$ cat config.mk
export PLATFORM = sky130hd
export DESIGN_NAME = smrb_spi_regbank
export DESIGN_NICKNAME = d
export VERILOG_FILES = /design/src/smrb_pkg.sv /design/src/smrb_spi_regbank.sv
export SDC_FILE = /design/constraint.sdc
export NUM_CORES = 1
export LEC_CHECK = 0
export BUFFER_PORTS_ARGS = -buffer_cell sky130_fd_sc_hd__buf_2
export CORE_ASPECT_RATIO = 0.7
export CORE_UTILIZATION = 29
export DETAILED_ROUTE_END_ITERATION = 16
export SYNTH_ARGS = -nofsm -noshare
export SYNTH_HDL_FRONTEND = slang
export SYNTH_SLANG_ARGS = --single-unit
$ cat constraint.sdc
create_clock -name i_clk -period 3.93 [get_ports i_clk]
set_input_delay 0.786 -clock i_clk [delete_from_list [all_inputs] [get_ports i_clk]]
set_output_delay 0.786 -clock i_clk [all_outputs]
set_load 0.05 [all_outputs]
$ cat src/smrb_pkg.sv
// smrb_pkg: register map, field positions and reset values of the measurement register bank
// assumes the serial slave and register file both sit on one system clock
package smrb_pkg;
   localparam logic [4:0] ADDR_CUR_HI = 5'h00;
   localparam logic [4:0] ADDR_CUR_LO = 5'h01;
   localparam logic [4:0] ADDR_VOLT_HI = 5'h02;
   localparam logic [4:0] ADDR_VOLT_LO = 5'h03;
   localparam logic [4:0] ADDR_STATUS = 5'h04;
   localparam logic [4:0] ADDR_DEC_CFG = 5'h05;
   localparam logic [4:0] ADDR_OUT_CFG = 5'h06;
   localparam logic [4:0] ADDR_FILT_CFG = 5'h07;
   localparam logic [4:0] ADDR_CLK_CFG = 5'h08;
   localparam logic [4:0] ADDR_RST_CTL = 5'h09;
   localparam logic [4:0] ADDR_MODE_CTL = 5'h0a;
   localparam logic [7:0] RST_DEC_CFG = 8'h45;
   localparam logic [7:0] RST_OUT_CFG = 8'hc5;
   localparam logic [7:0] RST_FILT_CFG = 8'h04;
   localparam logic [7:0] RST_CLK_CFG = 8'h20;
   localparam logic [7:0] RST_RST_CTL = 8'hc0;
   localparam logic [7:0] RST_MODE_CTL = 8'h00;
   // writable bit masks; reserved bits stay zero
   localparam logic [7:0] MASK_DEC_CFG = 8'hff;
   localparam logic [7:0] MASK_OUT_CFG = 8'hff;
   localparam logic [7:0] MASK_FILT_CFG = 8'hfe;
   localparam logic [7:0] MASK_CLK_CFG = 8'hfe;
   localparam logic [7:0] MASK_RST_CTL = 8'hc0;
   localparam logic [7:0] MASK_MODE_CTL = 8'hfc;
   localparam logic [7:0] STATUS_MASK = 8'hfe;
   localparam int BIT_CMD = 7;
   localparam int BIT_SOFT_ALL = 7;
   localparam int BIT_SOFT_PATH = 6;
   localparam logic [2:0] BIT_LAST = 3'h7;

   // decoded configuration handed to the measurement path
   typedef struct packed {
      logic dsr_128;
      logic [1:0] chop_div;
      logic [3:0] second_comb_stage_log2;
      logic first_comb_stage_sat_mask;
      logic cur_en;
      logic volt_en;
      logic int_active_low;
      logic cur_rdy_mask;
      logic [1:0] src_normal;
      logic [1:0] src_standby;
      logic use_moving_avg;
      logic [3:0] avg_len;
      logic [1:0] path_arch;
      logic [1:0] osc_src;
      logic [1:0] osc_div;
      logic [1:0] clkout_div;
      logic slow_half;
      logic [1:0] op_mode;
      logic [2:0] discard_cycles;
      logic chop_pin_en;
   } smrb_cfg_t;

   typedef enum logic [1:0] {
      SMRB_IDLE = 2'b00,
      SMRB_HEAD = 2'b01,
      SMRB_WDATA = 2'b10,
      SMRB_RDATA = 2'b11
   } smrb_state_t;
endpackage

$ cat src/smrb_spi_regbank.sv
// smrb_spi_regbank: four-wire serial slave and control/status register bank
// assumes serial pins are synchronous to i_clk and sclk is far slower than i_clk
`timescale 1ns/1ps
`default_nettype none

module smrb_spi_regbank
   import smrb_pkg::*;
(
   input wire logic i_clk, // 25 MHz system clock
   input wire logic i_rst, // async reset, active high
   input wire logic i_cs_n, // serial chip select, active low
   input wire logic i_sclk, // serial clock
   input wire logic i_mosi, // serial data in
   input wire logic [15:0] i_cur_result, // current channel result
   input wire logic [15:0] i_volt_result, // voltage channel result
   input wire logic [7:0] i_status, // event status from the path
   input wire logic i_soft_all_done, // whole-device soft reset finished
   input wire logic i_soft_path_done, // path soft reset finished
   output logic o_miso, // serial data out
   output logic o_miso_oe, // data out drive enable
   output smrb_cfg_t o_cfg, // decoded configuration
   output logic o_soft_all_req, // whole-device soft reset pending
   output logic o_soft_path_req // path soft reset pending
);
   // register storage
   logic [7:0] dec_cfg, next_dec_cfg; // current decimation
   logic [7:0] out_cfg, next_out_cfg; // current output
   logic [7:0] filt_cfg, next_filt_cfg; // current filter
   logic [7:0] clk_cfg, next_clk_cfg; // clock selection
   logic [7:0] rst_ctl, next_rst_ctl; // soft reset control
   logic [7:0] mode_ctl, next_mode_ctl; // operating mode
   // serial engine state
   smrb_state_t state, next_state; // frame phase
   logic sclk_d, next_sclk_d; // previous clock level
   logic cpol, next_cpol; // clock level at select fall
   logic cs_d, next_cs_d; // previous select level
   logic [2:0] bitcnt, next_bitcnt; // bit within byte
   logic [7:0] shreg, next_shreg; // receive shifter
   logic [7:0] txreg, next_txreg; // transmit shifter
   logic [4:0] addr, next_addr; // current address
   logic miso, next_miso; // output bit flop
   logic miso_oe, next_miso_oe; // output enable flop
   logic first_out, next_first_out; // first read bit pending
   smrb_cfg_t cfg, next_cfg; // registered config output
   logic all_req; // device reset request flop
   logic path_req; // path reset request flop

   // edge classification
   logic sclk_rise, sclk_fall, xfer_edge, samp_edge, cs_fall;
   logic [7:0] rx_byte;

   // read decode, used for the first and each following byte
   // results and status are taken live, so a byte reflects the
   // path at the moment its load edge is seen, not at frame start
   function automatic logic [7:0] rd_mux
   (
      input logic [4:0] a, // register address
      input logic [15:0] ic, // current result
      input logic [15:0] iv, // voltage result
      input logic [7:0] st, // raw event status
      input logic [7:0] r5, // decimation register
      input logic [7:0] r6, // output register
      input logic [7:0] r7, // filter register
      input logic [7:0] r8, // clock register
      input logic [7:0] r9, // soft reset register
      input logic [7:0] ra // mode register
   );
      logic [7:0] v;
      v = 8'h00; // unmapped reads zero
      unique case (a)
         ADDR_CUR_HI: v = ic[15:8];
         ADDR_CUR_LO: v = ic[7:0];
         ADDR_VOLT_HI: v = iv[15:8];
         ADDR_VOLT_LO: v = iv[7:0];
         ADDR_STATUS: v = st & STATUS_MASK;
         ADDR_DEC_CFG: v = r5;
         ADDR_OUT_CFG: v = r6;
         ADDR_FILT_CFG: v = r7;
         ADDR_CLK_CFG: v = r8;
         ADDR_RST_CTL: v = r9;
         ADDR_MODE_CTL: v = ra;
         default: v = 8'h00;
      endcase
      return v;
   endfunction

   // edge detection; sample edge is falling when clock idled low
   // the pins are oversampled by i_clk, so an edge is seen one cycle
   // after the pin moves; each serial half period must span at least
   // three system clocks so read data is settled before the sample edge
   // limitation: no glitch filter, a runt pulse on the clock pin
   // counts as two edges and shifts the frame by one bit
   assign sclk_rise = i_sclk & ~sclk_d;
   assign sclk_fall = ~i_sclk & sclk_d;
   assign cs_fall = ~i_cs_n & cs_d;
   assign xfer_edge = cpol ? sclk_fall : sclk_rise;
   assign samp_edge = cpol ? sclk_rise : sclk_fall;
   assign rx_byte = {shreg[6:0], i_mosi};

   // frame timing, as seen from the system clock:
   // select fall: clock level latched as polarity, header begins
   // header: eight sample edges collect command, two spare bits
   // and the five address bits, most significant first
   // end of header, read: first data byte is fetched at once, so
   // its top bit can leave on the very next transfer edge
   // end of header, write: engine waits for data bytes
   // each further byte: address steps by one and wraps at five bits
   // write bytes land on their eighth sample edge; a frame cut
   // short leaves the partial byte unused and the registers intact
   // select high: output released one cycle later, engine idles
   // the soft reset done inputs are applied first and a write in the
   // same cycle overrides them, so a fresh request is never lost
   // trade-off: one next-state process for engine and registers
   // keeps write timing exact at the cost of a longer process
   //
   // output drive: the data out flop changes only in the cycle after
   // a transfer edge, so the master sees settled data for all but the
   // first system clock of the half period before its sample edge
   //
   // serial frame engine and register write path
   always_comb
   begin
      next_state = state;
      next_sclk_d = i_sclk;
      next_cs_d = i_cs_n;
      next_cpol = cpol;
      next_bitcnt = bitcnt;
      next_shreg = shreg;
      next_txreg = txreg;
      next_addr = addr;
      next_miso = miso;
      next_miso_oe = miso_oe;
      next_first_out = first_out;
      next_dec_cfg = dec_cfg;
      next_out_cfg = out_cfg;
      next_filt_cfg = filt_cfg;
      next_clk_cfg = clk_cfg;
      next_mode_ctl = mode_ctl;
      next_rst_ctl = rst_ctl;
      // soft reset bits return to one on completion
      if (i_soft_all_done)
      begin
         next_rst_ctl[BIT_SOFT_ALL] = 1'b1;
      end
      if (i_soft_path_done)
      begin
         next_rst_ctl[BIT_SOFT_PATH] = 1'b1;
      end
      if (i_cs_n)
      begin
         // deselected: release the output and drop the frame
         next_state = SMRB_IDLE;
         next_miso_oe = 1'b0;
      end
      else if (cs_fall)
      begin
         // polarity fixed for the frame by the clock level now
         next_cpol = i_sclk;
         next_state = SMRB_HEAD;
         next_bitcnt = 3'h0;
      end
      else if (state != SMRB_IDLE)
      begin
         // read data goes out on the transfer edge
         if (state == SMRB_RDATA && xfer_edge)
         begin
            next_miso_oe = 1'b1;
            if (first_out)
            begin
               next_miso = txreg[7];
               next_txreg = {txreg[6:0], 1'b0};
               next_first_out = 1'b0;
            end
            else
            begin
               next_miso = txreg[7];
               next_txreg = {txreg[6:0], 1'b0};
            end
         end
         // master bits are taken on the edge after the transfer edge
         if (samp_edge)
         begin
            next_shreg = rx_byte;
            next_bitcnt = bitcnt + 3'h1;
            if (bitcnt == BIT_LAST)
            begin
               unique case (state)
                  SMRB_HEAD:
                  begin
                     next_addr = rx_byte[4:0];
                     if (rx_byte[BIT_CMD])
                     begin
                        next_state = SMRB_RDATA;
                        next_txreg = rd_mux(rx_byte[4:0], i_cur_result, i_volt_result,
                           i_status, dec_cfg, out_cfg, filt_cfg, clk_cfg, rst_ctl,
                           mode_ctl);
                        next_first_out = 1'b1;
                     end
                     else
                     begin
                        next_state = SMRB_WDATA;
                     end
                  end
                  SMRB_WDATA:
                  begin
                     // read-only and unmapped addresses ignore data
                     unique case (addr)
                        ADDR_DEC_CFG: next_dec_cfg = rx_byte & MASK_DEC_CFG;
                        ADDR_OUT_CFG: next_out_cfg = rx_byte & MASK_OUT_CFG;
                        ADDR_FILT_CFG: next_filt_cfg = rx_byte & MASK_FILT_CFG;
                        ADDR_CLK_CFG: next_clk_cfg = rx_byte & MASK_CLK_CFG;
                        ADDR_RST_CTL: next_rst_ctl = rx_byte & MASK_RST_CTL;
                        ADDR_MODE_CTL: next_mode_ctl = rx_byte & MASK_MODE_CTL;
                        default: next_addr = addr;
                     endcase
                     next_addr = addr + 5'h01;
                  end
                  SMRB_RDATA:
                  begin
                     // master keeps clocking for more bytes
                     next_addr = addr + 5'h01;
                     next_txreg = rd_mux(addr + 5'h01, i_cur_result, i_volt_result,
                        i_status, dec_cfg, out_cfg, filt_cfg, clk_cfg, rst_ctl,
                        mode_ctl);
                     next_first_out = 1'b1;
                  end
                  default: next_state = SMRB_IDLE;
               endcase
            end
         end
      end
   end

   // field decode into the config bundle
   // pure bit slicing; the bundle is registered below so every
   // output leaves the block from a flop, one cycle behind the bank
   // reserved bits are masked at write time, never here
   always_comb
   begin
      next_cfg.dsr_128 = dec_cfg[7];
      next_cfg.chop_div = dec_cfg[6:5];
      next_cfg.second_comb_stage_log2 = dec_cfg[4:1];
      next_cfg.first_comb_stage_sat_mask = dec_cfg[0];
      next_cfg.cur_en = out_cfg[7];
      next_cfg.volt_en = out_cfg[6];
      next_cfg.int_active_low = out_cfg[5];
      next_cfg.cur_rdy_mask = out_cfg[4];
      next_cfg.src_normal = out_cfg[3:2];
      next_cfg.src_standby = out_cfg[1:0];
      next_cfg.use_moving_avg = filt_cfg[7];
      next_cfg.avg_len = filt_cfg[6:3];
      next_cfg.path_arch = filt_cfg[2:1];
      next_cfg.osc_src = clk_cfg[7:6];
      next_cfg.osc_div = clk_cfg[5:4];
      next_cfg.clkout_div = clk_cfg[3:2];
      next_cfg.slow_half = clk_cfg[1];
      next_cfg.op_mode = mode_ctl[7:6];
      next_cfg.discard_cycles = mode_ctl[5:3];
      next_cfg.chop_pin_en = mode_ctl[2];
   end

   // state registers; all take constants under reset
   // the bundle clears to zero during reset rather than showing the
   // register defaults, so the path sees no half-valid setup while
   // reset is still applied
   // request flops follow the next register value, so they move in
   // the same cycle as the stored reset bits
   always_ff @(posedge i_clk or posedge i_rst)
   begin
      if (i_rst)
      begin
         state <= SMRB_IDLE;
         sclk_d <= 1'b0;
         cs_d <= 1'b1;
         cpol <= 1'b0;
         bitcnt <= 3'h0;
         shreg <= 8'h00;
         txreg <= 8'h00;
         addr <= 5'h00;
         miso <= 1'b0;
         miso_oe <= 1'b0;
         first_out <= 1'b0;
         dec_cfg <= RST_DEC_CFG;
         out_cfg <= RST_OUT_CFG;
         filt_cfg <= RST_FILT_CFG;
         clk_cfg <= RST_CLK_CFG;
         rst_ctl <= RST_RST_CTL;
         mode_ctl <= RST_MODE_CTL;
         cfg <= '0;
         all_req <= 1'b0; // reset bits default to one
         path_req <= 1'b0;
      end
      else
      begin
         state <= next_state;
         sclk_d <= next_sclk_d;
         cs_d <= next_cs_d;
         cpol <= next_cpol;
         bitcnt <= next_bitcnt;
         shreg <= next_shreg;
         txreg <= next_txreg;
         addr <= next_addr;
         miso <= next_miso;
         miso_oe <= next_miso_oe;
         first_out <= next_first_out;
         dec_cfg <= next_dec_cfg;
         out_cfg <= next_out_cfg;
         filt_cfg <= next_filt_cfg;
         clk_cfg <= next_clk_cfg;
         rst_ctl <= next_rst_ctl;
         mode_ctl <= next_mode_ctl;
         cfg <= next_cfg;
         all_req <= ~next_rst_ctl[BIT_SOFT_ALL];
         path_req <= ~next_rst_ctl[BIT_SOFT_PATH];
      end
   end

   // soft reset requests: inverted stored bits, held in own flops
   // a request stays up until the matching done input returns or a write sets the bit back to one
   assign o_soft_all_req = all_req;
   assign o_soft_path_req = path_req;

   // serial and config outputs straight from their flops
   assign o_miso = miso;
   assign o_miso_oe = miso_oe;
   assign o_cfg = cfg;
endmodule

`default_nettype wire

Word-level counts from Yosys, hierarchy flattened
Cells that the tools add are included.
W data, S select, Z words.
{"block": "totals", "regBits": 106, "inputBits": 47, "output_inout_bits": 40, "elab_cells": 140}
{"block": "classes", "addsub": 2, "eq_ne": 32, "muxes": 33, "n_bitwise": 9, "reduce_logical": 26}
{"cell": "$pmux W8 S11", "count": 2}
{"cell": "$mux W8", "count": 11}
{"cell": "$eq A5 B3 Y1 const B", "count": 11}
{"cell": "$eq A5 B4 Y1 const B", "count": 9}
{"cell": "$reduce_and A7 Y1", "count": 5}
{"cell": "$eq A5 B2 Y1 const B", "count": 4}
{"cell": "$pmux W8 S2", "count": 1}
{"cell": "$reduce_and A4 Y1", "count": 3}
{"cell": "$reduce_bool A2 Y1", "count": 6}
{"cell": "$eq A5 B1 Y1 const B", "count": 2}
{"cell": "$logic_not A5 Y1", "count": 2}
{"cell": "$mux W2", "count": 5}
{"cell": "$pmux W5 S2", "count": 1}
{"cell": "$mux W1", "count": 9}
{"cell": "$mux W3", "count": 3}
{"cell": "$reduce_and A3 Y1", "count": 3}
{"cell": "$reduce_bool A3 Y1", "count": 3}
{"cell": "$not A1 Y1", "count": 6}
{"cell": "$reduce_and A6 Y1", "count": 1}
{"cell": "$add A5 B1 Y5 const B", "count": 1}
{"cell": "$eq A2 B2 Y1 const B", "count": 2}
{"cell": "$pmux W2 S2", "count": 1}
{"cell": "$add A3 B1 Y3 const B", "count": 1}
{"cell": "$and A1 B1 Y1", "count": 3}
{"cell": "other kinds (7)", "count": 7}

Depth between registers and ports, before layout
Gate-level depths: netlist (run 1).
{"block": "depth", "depth_word": 9, "depth_mapped": 11, "mapped_depth_nobuf": 8}

Worst setup path before layout (run 1)
Ideal clock, no wire load.
{"block": "synth_timing", "kind": "input to register", "startpoint": "input port i_cs_n", "endpoint": "register out_cfg[1]", "setup_time_ps": 125, "arrival_time_ps": 2475, "t_required_ps": 3805, "slack_ps": 1330, "stages": 7, "path_buffers": 1, "cell_sequence": "clkbuf_1 nor2_1 o2111ai_2 or4b_4 nor3b_4 nand2_2 mux2_2"}
{"block": "synth_via", "elab_chain_cells": 4}
{"element": "start, declared", "line": "smrb_spi_regbank.sv:11", "source": "input wire logic i_cs_n,"}
{"element": "$not A1 Y1 (no source line) (*)"}
{"element": "$and A1 B1 Y1", "line": "smrb_spi_regbank.sv:95", "source": "assign cs_fall = ~i_cs_n & cs_d;"}
{"element": "$not A1 Y1 (no source line)"}
{"element": "$reduce_and A7 Y1 (no source line) (*)"}
{"element": "end signal, assigned", "line": "smrb_spi_regbank.sv:307", "source": "out_cfg <= next_out_cfg;"}
{"element": "end, declared", "line": "smrb_spi_regbank.sv:27", "source": "logic [7:0] out_cfg, next_out_cfg;"}
Every way passes the cells marked *; elsewhere a longest branch is shown, timed or not.
A chain may end at the register's enable or synchronous reset.

Final worst setup path (run 1)
{"block": "layout_timing", "startpoint": "register addr[0]", "endpoint": "register txreg[4]"}
{"block": "layout_via", "elab_chain_cells": 6, "word_cells_on_any_way": 16, "cone_classes": "1 x add/sub; 10 x eq/ne; 4 x mux; 1 x reduce/logical"}
{"element": "start, declared", "line": "smrb_spi_regbank.sv:40", "source": "logic [4:0] addr, next_addr;"}
{"element": "start signal, assigned", "line": "smrb_spi_regbank.sv:302", "source": "addr <= next_addr;"}
{"element": "$add A5 B1 Y5 (*)", "line": "smrb_spi_regbank.sv:222", "source": "next_txreg = rd_mux(addr + 5'h01, i_cur_result, i_volt_result,"}
{"element": "$eq A5 B4 Y1 (tied with other cells)", "line": "smrb_spi_regbank.sv:70", "source": "unique case (a)"}
{"element": "$pmux W8 S11 (*)", "line": "smrb_spi_regbank.sv:70"}
{"element": "$pmux W8 S2 (*)", "line": "smrb_spi_regbank.sv:187", "source": "unique case (state)"}
{"element": "$mux W8 (*)", "line": "smrb_spi_regbank.sv:185", "source": "if (bitcnt == BIT_LAST)"}
{"element": "$mux W8 (*)", "line": "smrb_spi_regbank.sv:181", "source": "if (samp_edge)"}
{"element": "end signal, assigned", "line": "smrb_spi_regbank.sv:301", "source": "txreg <= next_txreg;"}
{"element": "end, declared", "line": "smrb_spi_regbank.sv:39", "source": "logic [7:0] txreg, next_txreg;"}
Marked as above.

==> run summary, run 1 <==
#FFs+latches synth: 106
Pin count of the biggest net entering global routing: 62
Vias in the first global route: 4697
Synth Cell Area: 5743 um^2
Slew headroom: 35.37%
Slowest cell on crit path: ha_1
Period minus WS final: 3.172 ns
Lkg Pwr: 2.975 nW
Detail Placement HPWL: 13420 um
Skew-Pair Late Insertion Delay: 0.35 ns
Layout cells sized above 1: 31.42%
Non-Filler Cell Area, Final: 6714 um^2
Cell Pwr Density: 354.9 nW/um^2
Synthesized area per cell: 10.54 um^2
Prevailing post-synth register cell: dfrtp_1
Clock sink total: 106
Hold Buf Count CTS: 0
Routed wire per std cell: 21.47 um
CP Capture Type: flop
Synth area leaders: dfrtp_1 41%, mux2_2 10%, dfstp_2 5.5%, a22oi_1 3.7%, mux2i_1 2.8%
Die extent in y: 119.7 um
Final worst path period share: 80.71%
Most numerous cell in the Yosys netlist: dfrtp_1
CTS tree: done
H-tree depth: 3
Worst path max stage delay: 0.75 ns
P_int: 1.721 mW
Die ar.: 20380 um^2
Switch Pwr: 661.7 uW
Worst vdd ir: 0.1904 mV
Async SR Flop Fraction: 100.0%
Ant diodes: 0
GRT overflow: 0
Clock Power Share: 39.5%
Critical path cell sequence: ha_1, nor2_1, a21oi_1, o31a_1, o22ai_1, nor4_1, o211ai_1
Setup_tns: 0 ns
Comb pwr share: 12.0%
DRC: 0
Fin util: 35.10%
Achievable frequency: 315.3 MHz
Final Hold Vio Count: 0
Starting density of the core: 30.02%
Setup ws final: 0.7581 ns
Register Area: 2668 um^2
Vias: 4996
FILL cells: 1989
Share of power burned in registers: 48.4%
CP required: 4.15 ns
Register area share after synthesis: 46.45%
Chip width: 170.2 um
Tot GR Track Use: 19.06%
CP arrival: 3.40 ns
Root buf cell: clkbuf_16
EDFF count, synth: 0
Share of the synthesized area in the top cell type: 40.96%
Syn_nets: 599
CORE AREA: 19130 um^2
Area after DPL: 6406 um^2
Worst clock skew: 0.009407 ns
Worst path bufs/invs: 0
Max Cap Violations: 0
Std cell rows: 42
Tot Pwr: 2.383 mW
Crit-path max FO: 24
Slew @ Worst Pin: 0.9695 ns
Antenna-violating nets left: 0
Final setup fails: 0
I/O pins: 87
Post-Syn Instances: 545
Hold path start: out_cfg[7]$_DFFE_PP1P_
DRT iter0 DRCs: 712
Area added between synthesis and finish: 16.91%
Setup bufs post-CTS: 0
Synthesis Warnings: 0
Antenna violations before repair: 0
Status: completed
DP Cell Count: 859
# resized after CTS: 0
RSZ-0062 raised after global routing: false
TritonCTS Buffers: 9
Cell taking the most area after synthesis: dfrtp_1
Final net count: 660
Crit path max-delay family: compound AO/OA/AOI/OAI gates
Hold Crit Class: reg2reg
Port bufs: 85
RR Startpoint: addr[0]$_DFFE_PP0P_
Net Sw Frac: 27.77%
Post-synth top cells: 94 x dfrtp_1, 51 x mux2_2, 36 x clkbuf_1, 31 x nand2_1, 30 x a21oi_1
Routability Congestion: 0.9445
Unique masters post-synth: 70
Dpl ws: 0.8521 ns
Origin of the worst setup path: addr[0]$_DFFE_PP0P_
WHS: 0.4222 ns
WS Path Type: reg2reg
Area of the multi-input gates: 2893 um^2
Crit path launch type: flop
Vias per cell: 5.710
Max-slew violation count: 0
Post-route insts no fill: 875
Maximum clock insertion buffer count: 2
First-pass GRT wire length: 28920 um
Initial DRT Pass Iterations: 6
Post-Route WL: 18780 um
Clk pin slew, worst setup/hold paths: 0.08 ns
## cell families after synthesis
| logic type | count (synthesis) | share of synthesized area (%) |
|---|---|---|
| AOI/OAI and AO/OA | 170 | 21.48 |
| and+or+nand+nor | 142 | 13.33 |
| DFF | 106 | 46.45 |
| muxes | 69 | 13.57 |
| buffers and inverters | 48 | 3.181 |
| adders and majority gates | 7 | 1.525 |
| xor gates and xnor gates | 3 | 0.4576 |
## layer usage
layer  wire (um)  track usage, %  up-vias
met5           0               0        -
met4         159           4.448        0
met3        2297           5.475       21
met2        7313           24.69      308
met1        9011           30.11     2444
li1            -               -     2223
## path summary, 6_finish.rpt
path | end | slack [ns] | cells past startpoint
setup reg to reg | txreg[4]$_DFFE_PP0P_ | 0.76 | 7
setup / recovery | txreg[4]$_DFFE_PP0P_ | 0.76 | 7
max in group asynchronous | dec_cfg[2]$_DFFE_PP1P_ | 2.60 | 3
min in group asynchronous | o_cfg[9]$_DFF_PP0_ | 0.56 | 2
hold reg to reg | o_cfg[27]$_DFF_PP0_ | 0.42 | 0
hold / removal | o_cfg[27]$_DFF_PP0_ | 0.42 | 0
## power groups by stage
stage	sequential (mW)	combinational, mW	clock [mW]
finish	1.15	0.286	0.942
global route	1.16	0.309	1.01
CTS	1.15	0.277	0.959
detailed placement	1.17	0.276	0
global placement	1.17	0.277	0
floorplan	1.14	0.199	0
## cell type report
class	instances	area share (%)
repair buffers	92	7.305
clock inverters	7	1.230
multi-input cells	391	43.09
clock buffers	9	3.354
inverters	6	0.3727
well taps	264	4.920
flip-flops and latches	106	39.73
## worst register-to-register path: cells and delay by family (launching register included)
| kind | cells | cell delay, ns |
|---|---|---|
| flops | 1 | 0.55 |
| compound gates | 4 | 1.08 |
| simple gates | 2 | 0.65 |
| fa+ha+maj | 1 | 0.76 |
## state kept, by name, indices dropped and copies added, names as in the netlist
signal           count
o_miso_oe            1
state                2
clk_cfg              7
txreg                8
o_soft_all_req       1
addr                 5
mode_ctl             6
rst_ctl              2
shreg                7
bitcnt               3
cs_d                 1
filt_cfg             7
sclk_d               1
o_soft_path_req      1
o_cfg               36
o_miso               1
dec_cfg              8
out_cfg              8
cpol                 1
## layout by cell type, fill, tap and decap left out, types with 6 or more instances in the layout
cell       netlist  routed
nor3_1          20      20
nor2_1          24      24
dfrtp_1         94      94
a22oi_1         28      28
a221oi_1         9       9
o21ai_0         21      21
buf_4            0       6
nor2b_1          6       6
mux2_2          51      51
nand2_1         31      31
o22ai_1          7       7
buf_2            2      85
and3_1           6       6
clkbuf_16        0       9
a21oi_1         30      30
nand3_1         10      10
mux2i_1         16      16
ha_1             7       7
a222oi_1        10      10
dfstp_2         12      12
o211ai_1         7       7
or2_2            7       7
Power figures use the tool's default switching activity.
==> run 2: changes to the inputs <==
--- a/config.mk
+++ b/config.mk
@@ -5,6 +5,7 @@
 export SDC_FILE = /design/constraint.sdc
 export NUM_CORES = 1
 export LEC_CHECK = 0
+export ABC_AREA = 1
 export BUFFER_PORTS_ARGS = -buffer_cell sky130_fd_sc_hd__buf_2
 export CORE_ASPECT_RATIO = 0.7
 export CORE_UTILIZATION = 29
==> constraint.sdc (replaced) <==
create_clock -name i_clk -period 2.9 [get_ports i_clk]
set_input_delay 0.58 -clock i_clk [delete_from_list [all_inputs] [get_ports i_clk]]
set_output_delay 0.58 -clock i_clk [all_outputs]
set_load 0.05 [all_outputs]
==> run 2 against run 1 <==
Critical endpoint is now txreg[7]$_DFFE_PP0P_. Register-to-register slack got worse by 0.29 ns. Largest power group unchanged. Fmax rose by 30%. Critical path type unchanged. Setup slack got worse by 0.29 ns.
==> run summary, run 2 <==
Crit path max-delay family: simple AND/OR/NAND/NOR gates (was compound AO/OA/AOI/OAI gates)
Cell taking the most area after synthesis: dfrtp_1 (unchanged)
RSZ-0062 raised after global routing: false (unchanged)
Async SR Flop Fraction: 100.0% (unchanged)
Starting density of the core: 29.66% (was 30.02%)
Antenna violations before repair: 0 (unchanged)
CORE AREA: 18920 um^2 (was 19130 um^2)
Crit path launch type: flop (unchanged)
Synth Cell Area: 5610 um^2 (was 5743 um^2)
DRT iter0 DRCs: 457 (was 712)
Hold Crit Class: in2async (was reg2reg)
Commonest non-fill, non-tap cell in the layout: nand2_1 (was dfrtp_1)
Setup_tns: 0 ns (unchanged)
Post-Route WL: 17870 um (was 18780 um)
Worst path bufs/invs: 0 (unchanged)
Layout cells sized above 1: 19.49% (was 31.42%)
Slew headroom: 56.00% (was 35.37%)
Pin count of the biggest net entering global routing: 107 (was 62)
Die ar.: 19920 um^2 (was 20380 um^2)
Most frequent cells in the layout: 176 x nand2_1, 94 x dfrtp_1, 91 x inv_1, 85 x buf_2, 79 x nor2_1 (was 94 x dfrtp_1, 85 x buf_2, 51 x mux2_2, 31 x nand2_1, 30 x a21oi_1)
R2R Setup Slk: 0.46 ns (was 0.76 ns)
Slowest cell on crit path: o21ai_0 (was ha_1)
Share of the synthesized area in the top cell type: 41.93% (was 40.96%)
Lkg Pwr: 3.323 nW (was 2.975 nW)
# resized after CTS: 0 (unchanged)
Post-Syn Instances: 727 (was 545)
GRT overflow: 0 (unchanged)
Die extent in y: 118.4 um (was 119.7 um)
DP Cell Count: 1042 (was 859)
Register area share after synthesis: 47.55% (was 46.45%)
CP Capture Type: flop (unchanged)
Final net count: 865 (was 660)
Synthesized area per cell: 7.717 um^2 (was 10.54 um^2)
Most numerous cell in the Yosys netlist: nand2_1 (was dfrtp_1)
Syn_nets: 781 (was 599)
Vias per cell: 4.857 (was 5.710)
Worst path max stage delay: 0.53 ns (was 0.75 ns)
Status: completed (unchanged)
Setup bufs post-CTS: 0 (unchanged)
Synthesis Warnings: 0 (unchanged)
Critical path cell sequence: ha_1, nand3_1, nand2_1, nand2_4, nor2_8, nand2_4, o21ai_0, nor2_1, nand3_1, nand2_1, nand2_1, nand2_1, nand2_1 (was ha_1, nor2_1, a21oi_1, o31a_1, o22ai_1, nor4_1, o211ai_1)
Dpl ws: 0.4740 ns (was 0.8521 ns)
Post-synth top cells: 176 x nand2_1, 94 x dfrtp_1, 92 x inv_1, 79 x nor2_1, 77 x o21ai_0 (was 94 x dfrtp_1, 51 x mux2_2, 36 x clkbuf_1, 31 x nand2_1, 30 x a21oi_1)
Achievable frequency: 410.4 MHz (was 315.3 MHz)
Setup ws final: 0.4636 ns (was 0.7581 ns)
Vias in the first global route: 4827 (was 4697)
Initial DRT Pass Iterations: 4 (was 6)
Synth area leaders: dfrtp_1 42%, nand2_1 12%, o21ai_0 6.9%, inv_1 6.2%, dfstp_2 5.6% (was dfrtp_1 41%, mux2_2 10%, dfstp_2 5.5%, a22oi_1 3.7%, mux2i_1 2.8%)
Worst R2R Path Depth: 13 (was 7)
Root buf cell: clkbuf_16 (unchanged)
CP arrival: 2.73 ns (was 3.40 ns)
RR Startpoint: addr[0]$_DFFE_PP0P_ (unchanged)
Hold Buf Count CTS: 0 (unchanged)
Period minus WS final: 2.436 ns (was 3.172 ns)
First-pass GRT wire length: 27660 um (was 28920 um)
Detail Placement HPWL: 13450 um (was 13420 um)
DRC: 0 (unchanged)
H-tree depth: 3 (unchanged)
Worst clock skew: 0.01219 ns (was 0.009407 ns)
Vias: 5139 (was 4996)
Maximum clock insertion buffer count: 2 (unchanged)
Most frequent cell on the critical path: nand2_1
Port bufs: 85 (unchanged)
Crit-path max FO: 8 (was 24)
Post-route insts no fill: 1058 (was 875)
Prevailing post-synth register cell: dfrtp_1 (unchanged)
WS Path Type: reg2reg (unchanged)
Cell Pwr Density: 545.9 nW/um^2 (was 354.9 nW/um^2)
Tot GR Track Use: 18.52% (was 19.06%)
Routability Congestion: 0.9591 (was 0.9445)
Clock sink total: 106 (unchanged)
Clk pin slew, worst setup/hold paths: 0.09 ns (was 0.08 ns)
FILL cells: 1997 (was 1989)
CTS tree: done (unchanged)
I/O pins: 87 (unchanged)
TritonCTS Buffers: 9 (unchanged)
Routed wire per std cell: 16.89 um (was 21.47 um)
Final worst path period share: 84.01% (was 80.71%)
EDFF count, synth: 0 (unchanged)
Final Hold Vio Count: 0 (unchanged)
Worst vdd ir: 0.3210 mV (was 0.1904 mV)
Largest register FFs: 36 (unchanged)
#FFs+latches synth: 106 (unchanged)
Ant diodes: 0 (unchanged)
Skew-Pair Late Insertion Delay: 0.36 ns (was 0.35 ns)
Unique masters post-synth: 41 (was 70)
Area added between synthesis and finish: 18.20% (was 16.91%)
Std cell rows: 42 (unchanged)
Max-slew violation count: 0 (unchanged)
Chip width: 168.2 um (was 170.2 um)
Max Cap Violations: 0 (unchanged)
RR Endpoint: txreg[7]$_DFFE_PP0P_ (was txreg[4]$_DFFE_PP0P_)
CP required: 3.19 ns (was 4.15 ns)
Slew @ Worst Pin: 0.6530 ns (was 0.9695 ns)
Antenna-violating nets left: 0 (unchanged)
Final setup fails: 0 (unchanged)
-- run 2: cell types whose count changed after synthesis, moves of 16 or more --
cell and delta:
a21oi_1 -19, a22oi_1 -23, clkbuf_1 -29, inv_1 +86, mux2_2 -50, mux2i_1 -16
nand2_1 +145, nand3_1 +45, nor2_1 +55, o21ai_0 +56
-- run 2: final cells by class --
class	count	area [um^2]	area share, %
tap	242	302.8	4.566
clock inverter	7	107.6	1.623
multi-input combinational	500	2459	37.08
timing repair buffer	90	475.5	7.170
inverter	104	394.1	5.943
clock buffer	9	225.2	3.396
sequential	106	2668	40.23
-- run 2: layer usage --
layer	GRT usage (%)	vias up	part of all wire [%]
met5	0	-	0
met4	3.580	0	0.72
met3	6.832	11	10
met2	25.34	208	39
met1	27.50	2410	50
li1	-	2510	-
-- run 2: logic make-up after synthesis --
logic type,after synthesis,share of synthesized area (%)
AOI/OAI and AO/OA,131,12.87
xor gates and xnor gates,1,0.2900
adders and majority gates,7,1.561
buffers and inverters,121,8.631
DFF,106,47.55
muxes,1,0.2007
and+or+nand+nor,360,28.90
-- run 2: how the worst max path moves through the flow --
stage,start,to,slack [ns],cells past startpoint
detailed placement,i_cs_n,mode_ctl[5]$_DFFE_PP0P_,0.47,9
CTS,addr[0]$_DFFE_PP0P_,txreg[5]$_DFFE_PP0P_,0.48,13
global route,addr[0]$_DFFE_PP0P_,txreg[5]$_DFFE_PP0P_,0.13,13
finish,addr[0]$_DFFE_PP0P_,txreg[7]$_DFFE_PP0P_,0.46,13
floorplan,i_rst,addr[0]$_DFFE_PP0P_,1.06,1
global placement,i_cs_n,mode_ctl[7]$_DFFE_PP0P_,0.50,9
-- run 2: power breakdown --
group | total, mW | switching [mW] | internal [mW] | leakage [nW]
Clock | 1.32 | 0.621 | 0.703 | 0.160
Combinational | 0.638 | 0.469 | 0.168 | 1.78
Sequential | 1.66 | 0.113 | 1.55 | 1.38
-- run 2: worst register-to-register path: cells and delay by family (launching register included) --
family                     cells  cell delay, ns
AOI/OAI and AO/OA              1            0.53
DFF                            1            0.45
adders and majority gates      1            0.30
and+or+nand+nor               11            1.11
-- run 2: through the flow --
stage	area, um^2	total power [mW]	hold WS (ns)	util, %
floorplan	5614	2.041	0.3741	-
global placement	6299	2.308	0.3857	33.29
detailed placement	6299	2.315	0.3939	33.29
CTS	6631	3.649	0.3537	35.05
global route	6631	3.780	0.3579	35.05
finish	6631	3.620	0.3527	35.05
==> run 3: changes to the inputs <==
==> constraint.sdc (replaced) <==
create_clock -name i_clk -period 2.33 [get_ports i_clk]
set_input_delay 0.466 -clock i_clk [delete_from_list [all_inputs] [get_ports i_clk]]
set_output_delay 0.466 -clock i_clk [all_outputs]
set_load 0.05 [all_outputs]
==> run 3 against run 2 <==
Via count is 2.8% higher. Hold slack worse by 0.31 ns. Non-clock buffer count rose by 19. Fmax up 14%. First-iteration DRC count rose by 31%. Global-route usage increased by 0.096 points. Total power increased by 25%. Clock-buffer cell count is the same. Final cell count is 1.8% higher. Clock power is 20% higher.
==> run summary, run 3 (synthesized netlist as in run 2, its figures left out) <==
DRC: 0 (unchanged)
CP Capture Type: flop (unchanged)
Chip width: 168.2 um (unchanged)
Final setup fails: 0 (unchanged)
Max-slew violation count: 0 (unchanged)
Final net count: 884 (was 865)
Origin of the worst setup path: addr[0]$_DFFE_PP0P_ (unchanged)
Comb pwr share: 20.7% (was 17.6%)
Lkg Pwr: 3.408 nW (was 3.323 nW)
Root buf cell: clkbuf_16 (unchanged)
Status: completed (unchanged)
Clk pin slew, worst setup/hold paths: 0.08 ns (was 0.09 ns)
FILL cells: 2022 (was 1997)
Die extent in y: 118.4 um (unchanged)
Switch Pwr: 1.548 mW (was 1.203 mW)
Vias per cell: 4.903 (was 4.857)
Antenna violations before repair: 1 (was 0)
CP arrival: 2.38 ns (was 2.73 ns)
Pin count of the biggest net entering global routing: 96 (was 107)
Setup bufs post-CTS: 0 (unchanged)
P_int: 2.974 mW (was 2.417 mW)
Detail Placement HPWL: 13740 um (was 13450 um)
Worst vdd ir: 0.3905 mV (was 0.3210 mV)
GRT overflow: 0 (unchanged)
Starting density of the core: 29.66% (unchanged)
Largest register FFs: 36 (unchanged)
RR Startpoint: addr[0]$_DFFE_PP0P_ (unchanged)
Maximum clock insertion buffer count: 2 (unchanged)
Antenna-violating nets left: 0 (unchanged)
Dpl ws: 0.1949 ns (was 0.4740 ns)
RSZ-0062 raised after global routing: false (unchanged)
CORE AREA: 18920 um^2 (unchanged)
Tot GR Track Use: 18.62% (was 18.52%)
Layout cells sized above 1: 21.44% (was 19.49%)
Vias in the first global route: 4903 (was 4827)
Initial DRT Pass Iterations: 5 (was 4)
Setup ws final: 0.1995 ns (was 0.4636 ns)
TritonCTS Buffers: 9 (unchanged)
CTS tree: done (unchanged)
Routed wire per std cell: 16.67 um (was 16.89 um)
Register Area: 2668 um^2 (unchanged)
H-tree depth: 3 (unchanged)
Share of power burned in registers: 44.3% (was 45.8%)
Clock Power Share: 35.0% (was 36.6%)
Setup_tns: 0 ns (unchanged)
Post-Route WL: 17950 um (was 17870 um)
Ant diodes: 0 (unchanged)
Std cell rows: 42 (unchanged)
Cell Pwr Density: 669.1 nW/um^2 (was 545.9 nW/um^2)
Worst clock skew: 0.007536 ns (was 0.01219 ns)
Final Hold Vio Count: 0 (unchanged)
Clock sink total: 106 (unchanged)
Net Sw Frac: 34.23% (was 33.22%)
Area of the multi-input gates: 2461 um^2 (was 2459 um^2)
First-pass GRT wire length: 27880 um (was 27660 um)
Hold Crit Class: in2async (unchanged)
WS Path Type: reg2reg (unchanged)
Die ar.: 19920 um^2 (unchanged)
Achievable frequency: 469.4 MHz (was 410.4 MHz)
Tot Pwr: 4.522 mW (was 3.620 mW)
Skew-Pair Late Insertion Delay: 0.36 ns (about the same)
Commonest non-fill, non-tap cell in the layout: nand2_1 (unchanged)
Most frequent cells in the layout: 176 x nand2_1, 94 x dfrtp_1, 91 x inv_1, 85 x buf_2, 79 x nor2_1 (unchanged)
Slew @ Worst Pin: 0.6118 ns (was 0.6530 ns)
Port bufs: 85 (unchanged)
CP required: 2.58 ns (was 3.19 ns)
Crit path launch type: flop (unchanged)
Slew headroom: 59.07% (was 56.00%)
I/O pins: 87 (unchanged)
Crit-path max FO: 8 (unchanged)
Period minus WS final: 2.131 ns (was 2.436 ns)
DRT iter0 DRCs: 597 (was 457)
Final worst path period share: 91.44% (was 84.01%)
Routability Congestion: 0.9808 (was 0.9591)
Area added between synthesis and finish: 20.45% (was 18.20%)
Max Cap Violations: 0 (unchanged)
Vias: 5281 (was 5139)
==> run 3: cell count changes in the layout (fill, tap and decap cells not counted) <==
cell,previous run,this run
buf_4,4,23
bufinv_16,1,0
clkinv_4,1,0
clkinv_8,3,2
ha_1,7,6
ha_2,0,1
inv_12,0,1
inv_6,1,2
inv_8,1,2
o21ai_0,77,76
o21ai_1,11,12
==> run 3: worst max-delay path: stages, from the launching register on <==
cell and delay [ns]:
dfrtp_1 0.39, ha_2 0.23, nand3_1 0.09, nand2_1 0.08, nand2_4 0.19, nor2_4 0.10
nand2_2 0.19, nor2_1 0.06, nor3_1 0.33, nand3_1 0.14, nand2_1 0.07, nand2_1 0.04
nand2_1 0.05, nand2_1 0.04
==> run 3: what timing repair did <==
action | 4_1_cts | 5_1_grt
resized for setup | 0 | 2
endpoints found under the setup margin | 0 | 2
hold buffers | 0 | 0
==> run 3: power groups by stage <==
stage / clock (mW) / sequential [mW] / combinational (mW)
2_1_floorplan: 0 / 2.02 / 0.523
3_3_place_gp: 0 / 2.04 / 0.904
3_5_place_dp: 0 / 2.04 / 0.911
4_1_cts: 1.62 / 2.00 / 0.916
5_1_grt: 1.70 / 2.01 / 1.02
6_report: 1.58 / 2.00 / 0.936
==> run 3: final cells by class <==
type | instances | area share [%]
clock buffer | 9 | 3.333
clock inverter | 7 | 1.315
inverter | 104 | 5.832
multi-input combinational | 500 | 36.42
sequential | 106 | 39.47
tap | 242 | 4.481
timing repair buffer | 109 | 9.146
==> run 3: final timing paths <==
| kind | end | slack (ns) | depth (start not counted) |
|---|---|---|---|
| worst max-delay path | txreg[6]$_DFFE_PP0P_ | 0.20 | 13 |
| worst min-delay path | o_cfg[17]$_DFF_PP0_ | 0.04 | 2 |
| worst max register to register | txreg[6]$_DFFE_PP0P_ | 0.20 | 13 |
| worst min register to register | o_cfg[7]$_DFF_PP0_ | 0.41 | 0 |
| max in group asynchronous | dec_cfg[2]$_DFFE_PP1P_ | 1.50 | 3 |
| min in group i_clk | sclk_d$_DFF_PP0_ | 0.24 | 1 |
==> run 3: per-stage QoR <==
step / instances / hold WS (ns) / cell area [um^2] / utilization [%]
6_report: 1077 / 0.03878 / 6758 / 35.72
4_1_cts: 1077 / 0.03752 / 6755 / 35.71
5_1_grt: 1077 / 0.04629 / 6758 / 35.72
2_1_floorplan: 727 / 0.3741 / 5614 / -
3_3_place_gp: 1061 / 0.3874 / 6441 / 34.05
3_5_place_dp: 1061 / 0.3972 / 6441 / 34.05
==> run 3: metal layers <==
layer	vias to the layer above	track usage (%)	wire length, um
met1	2473	29.76	9178
li1	2550	-	-
met2	236	24.90	6919
met3	22	3.751	1602
met4	0	4.602	250
met5	-	0	0
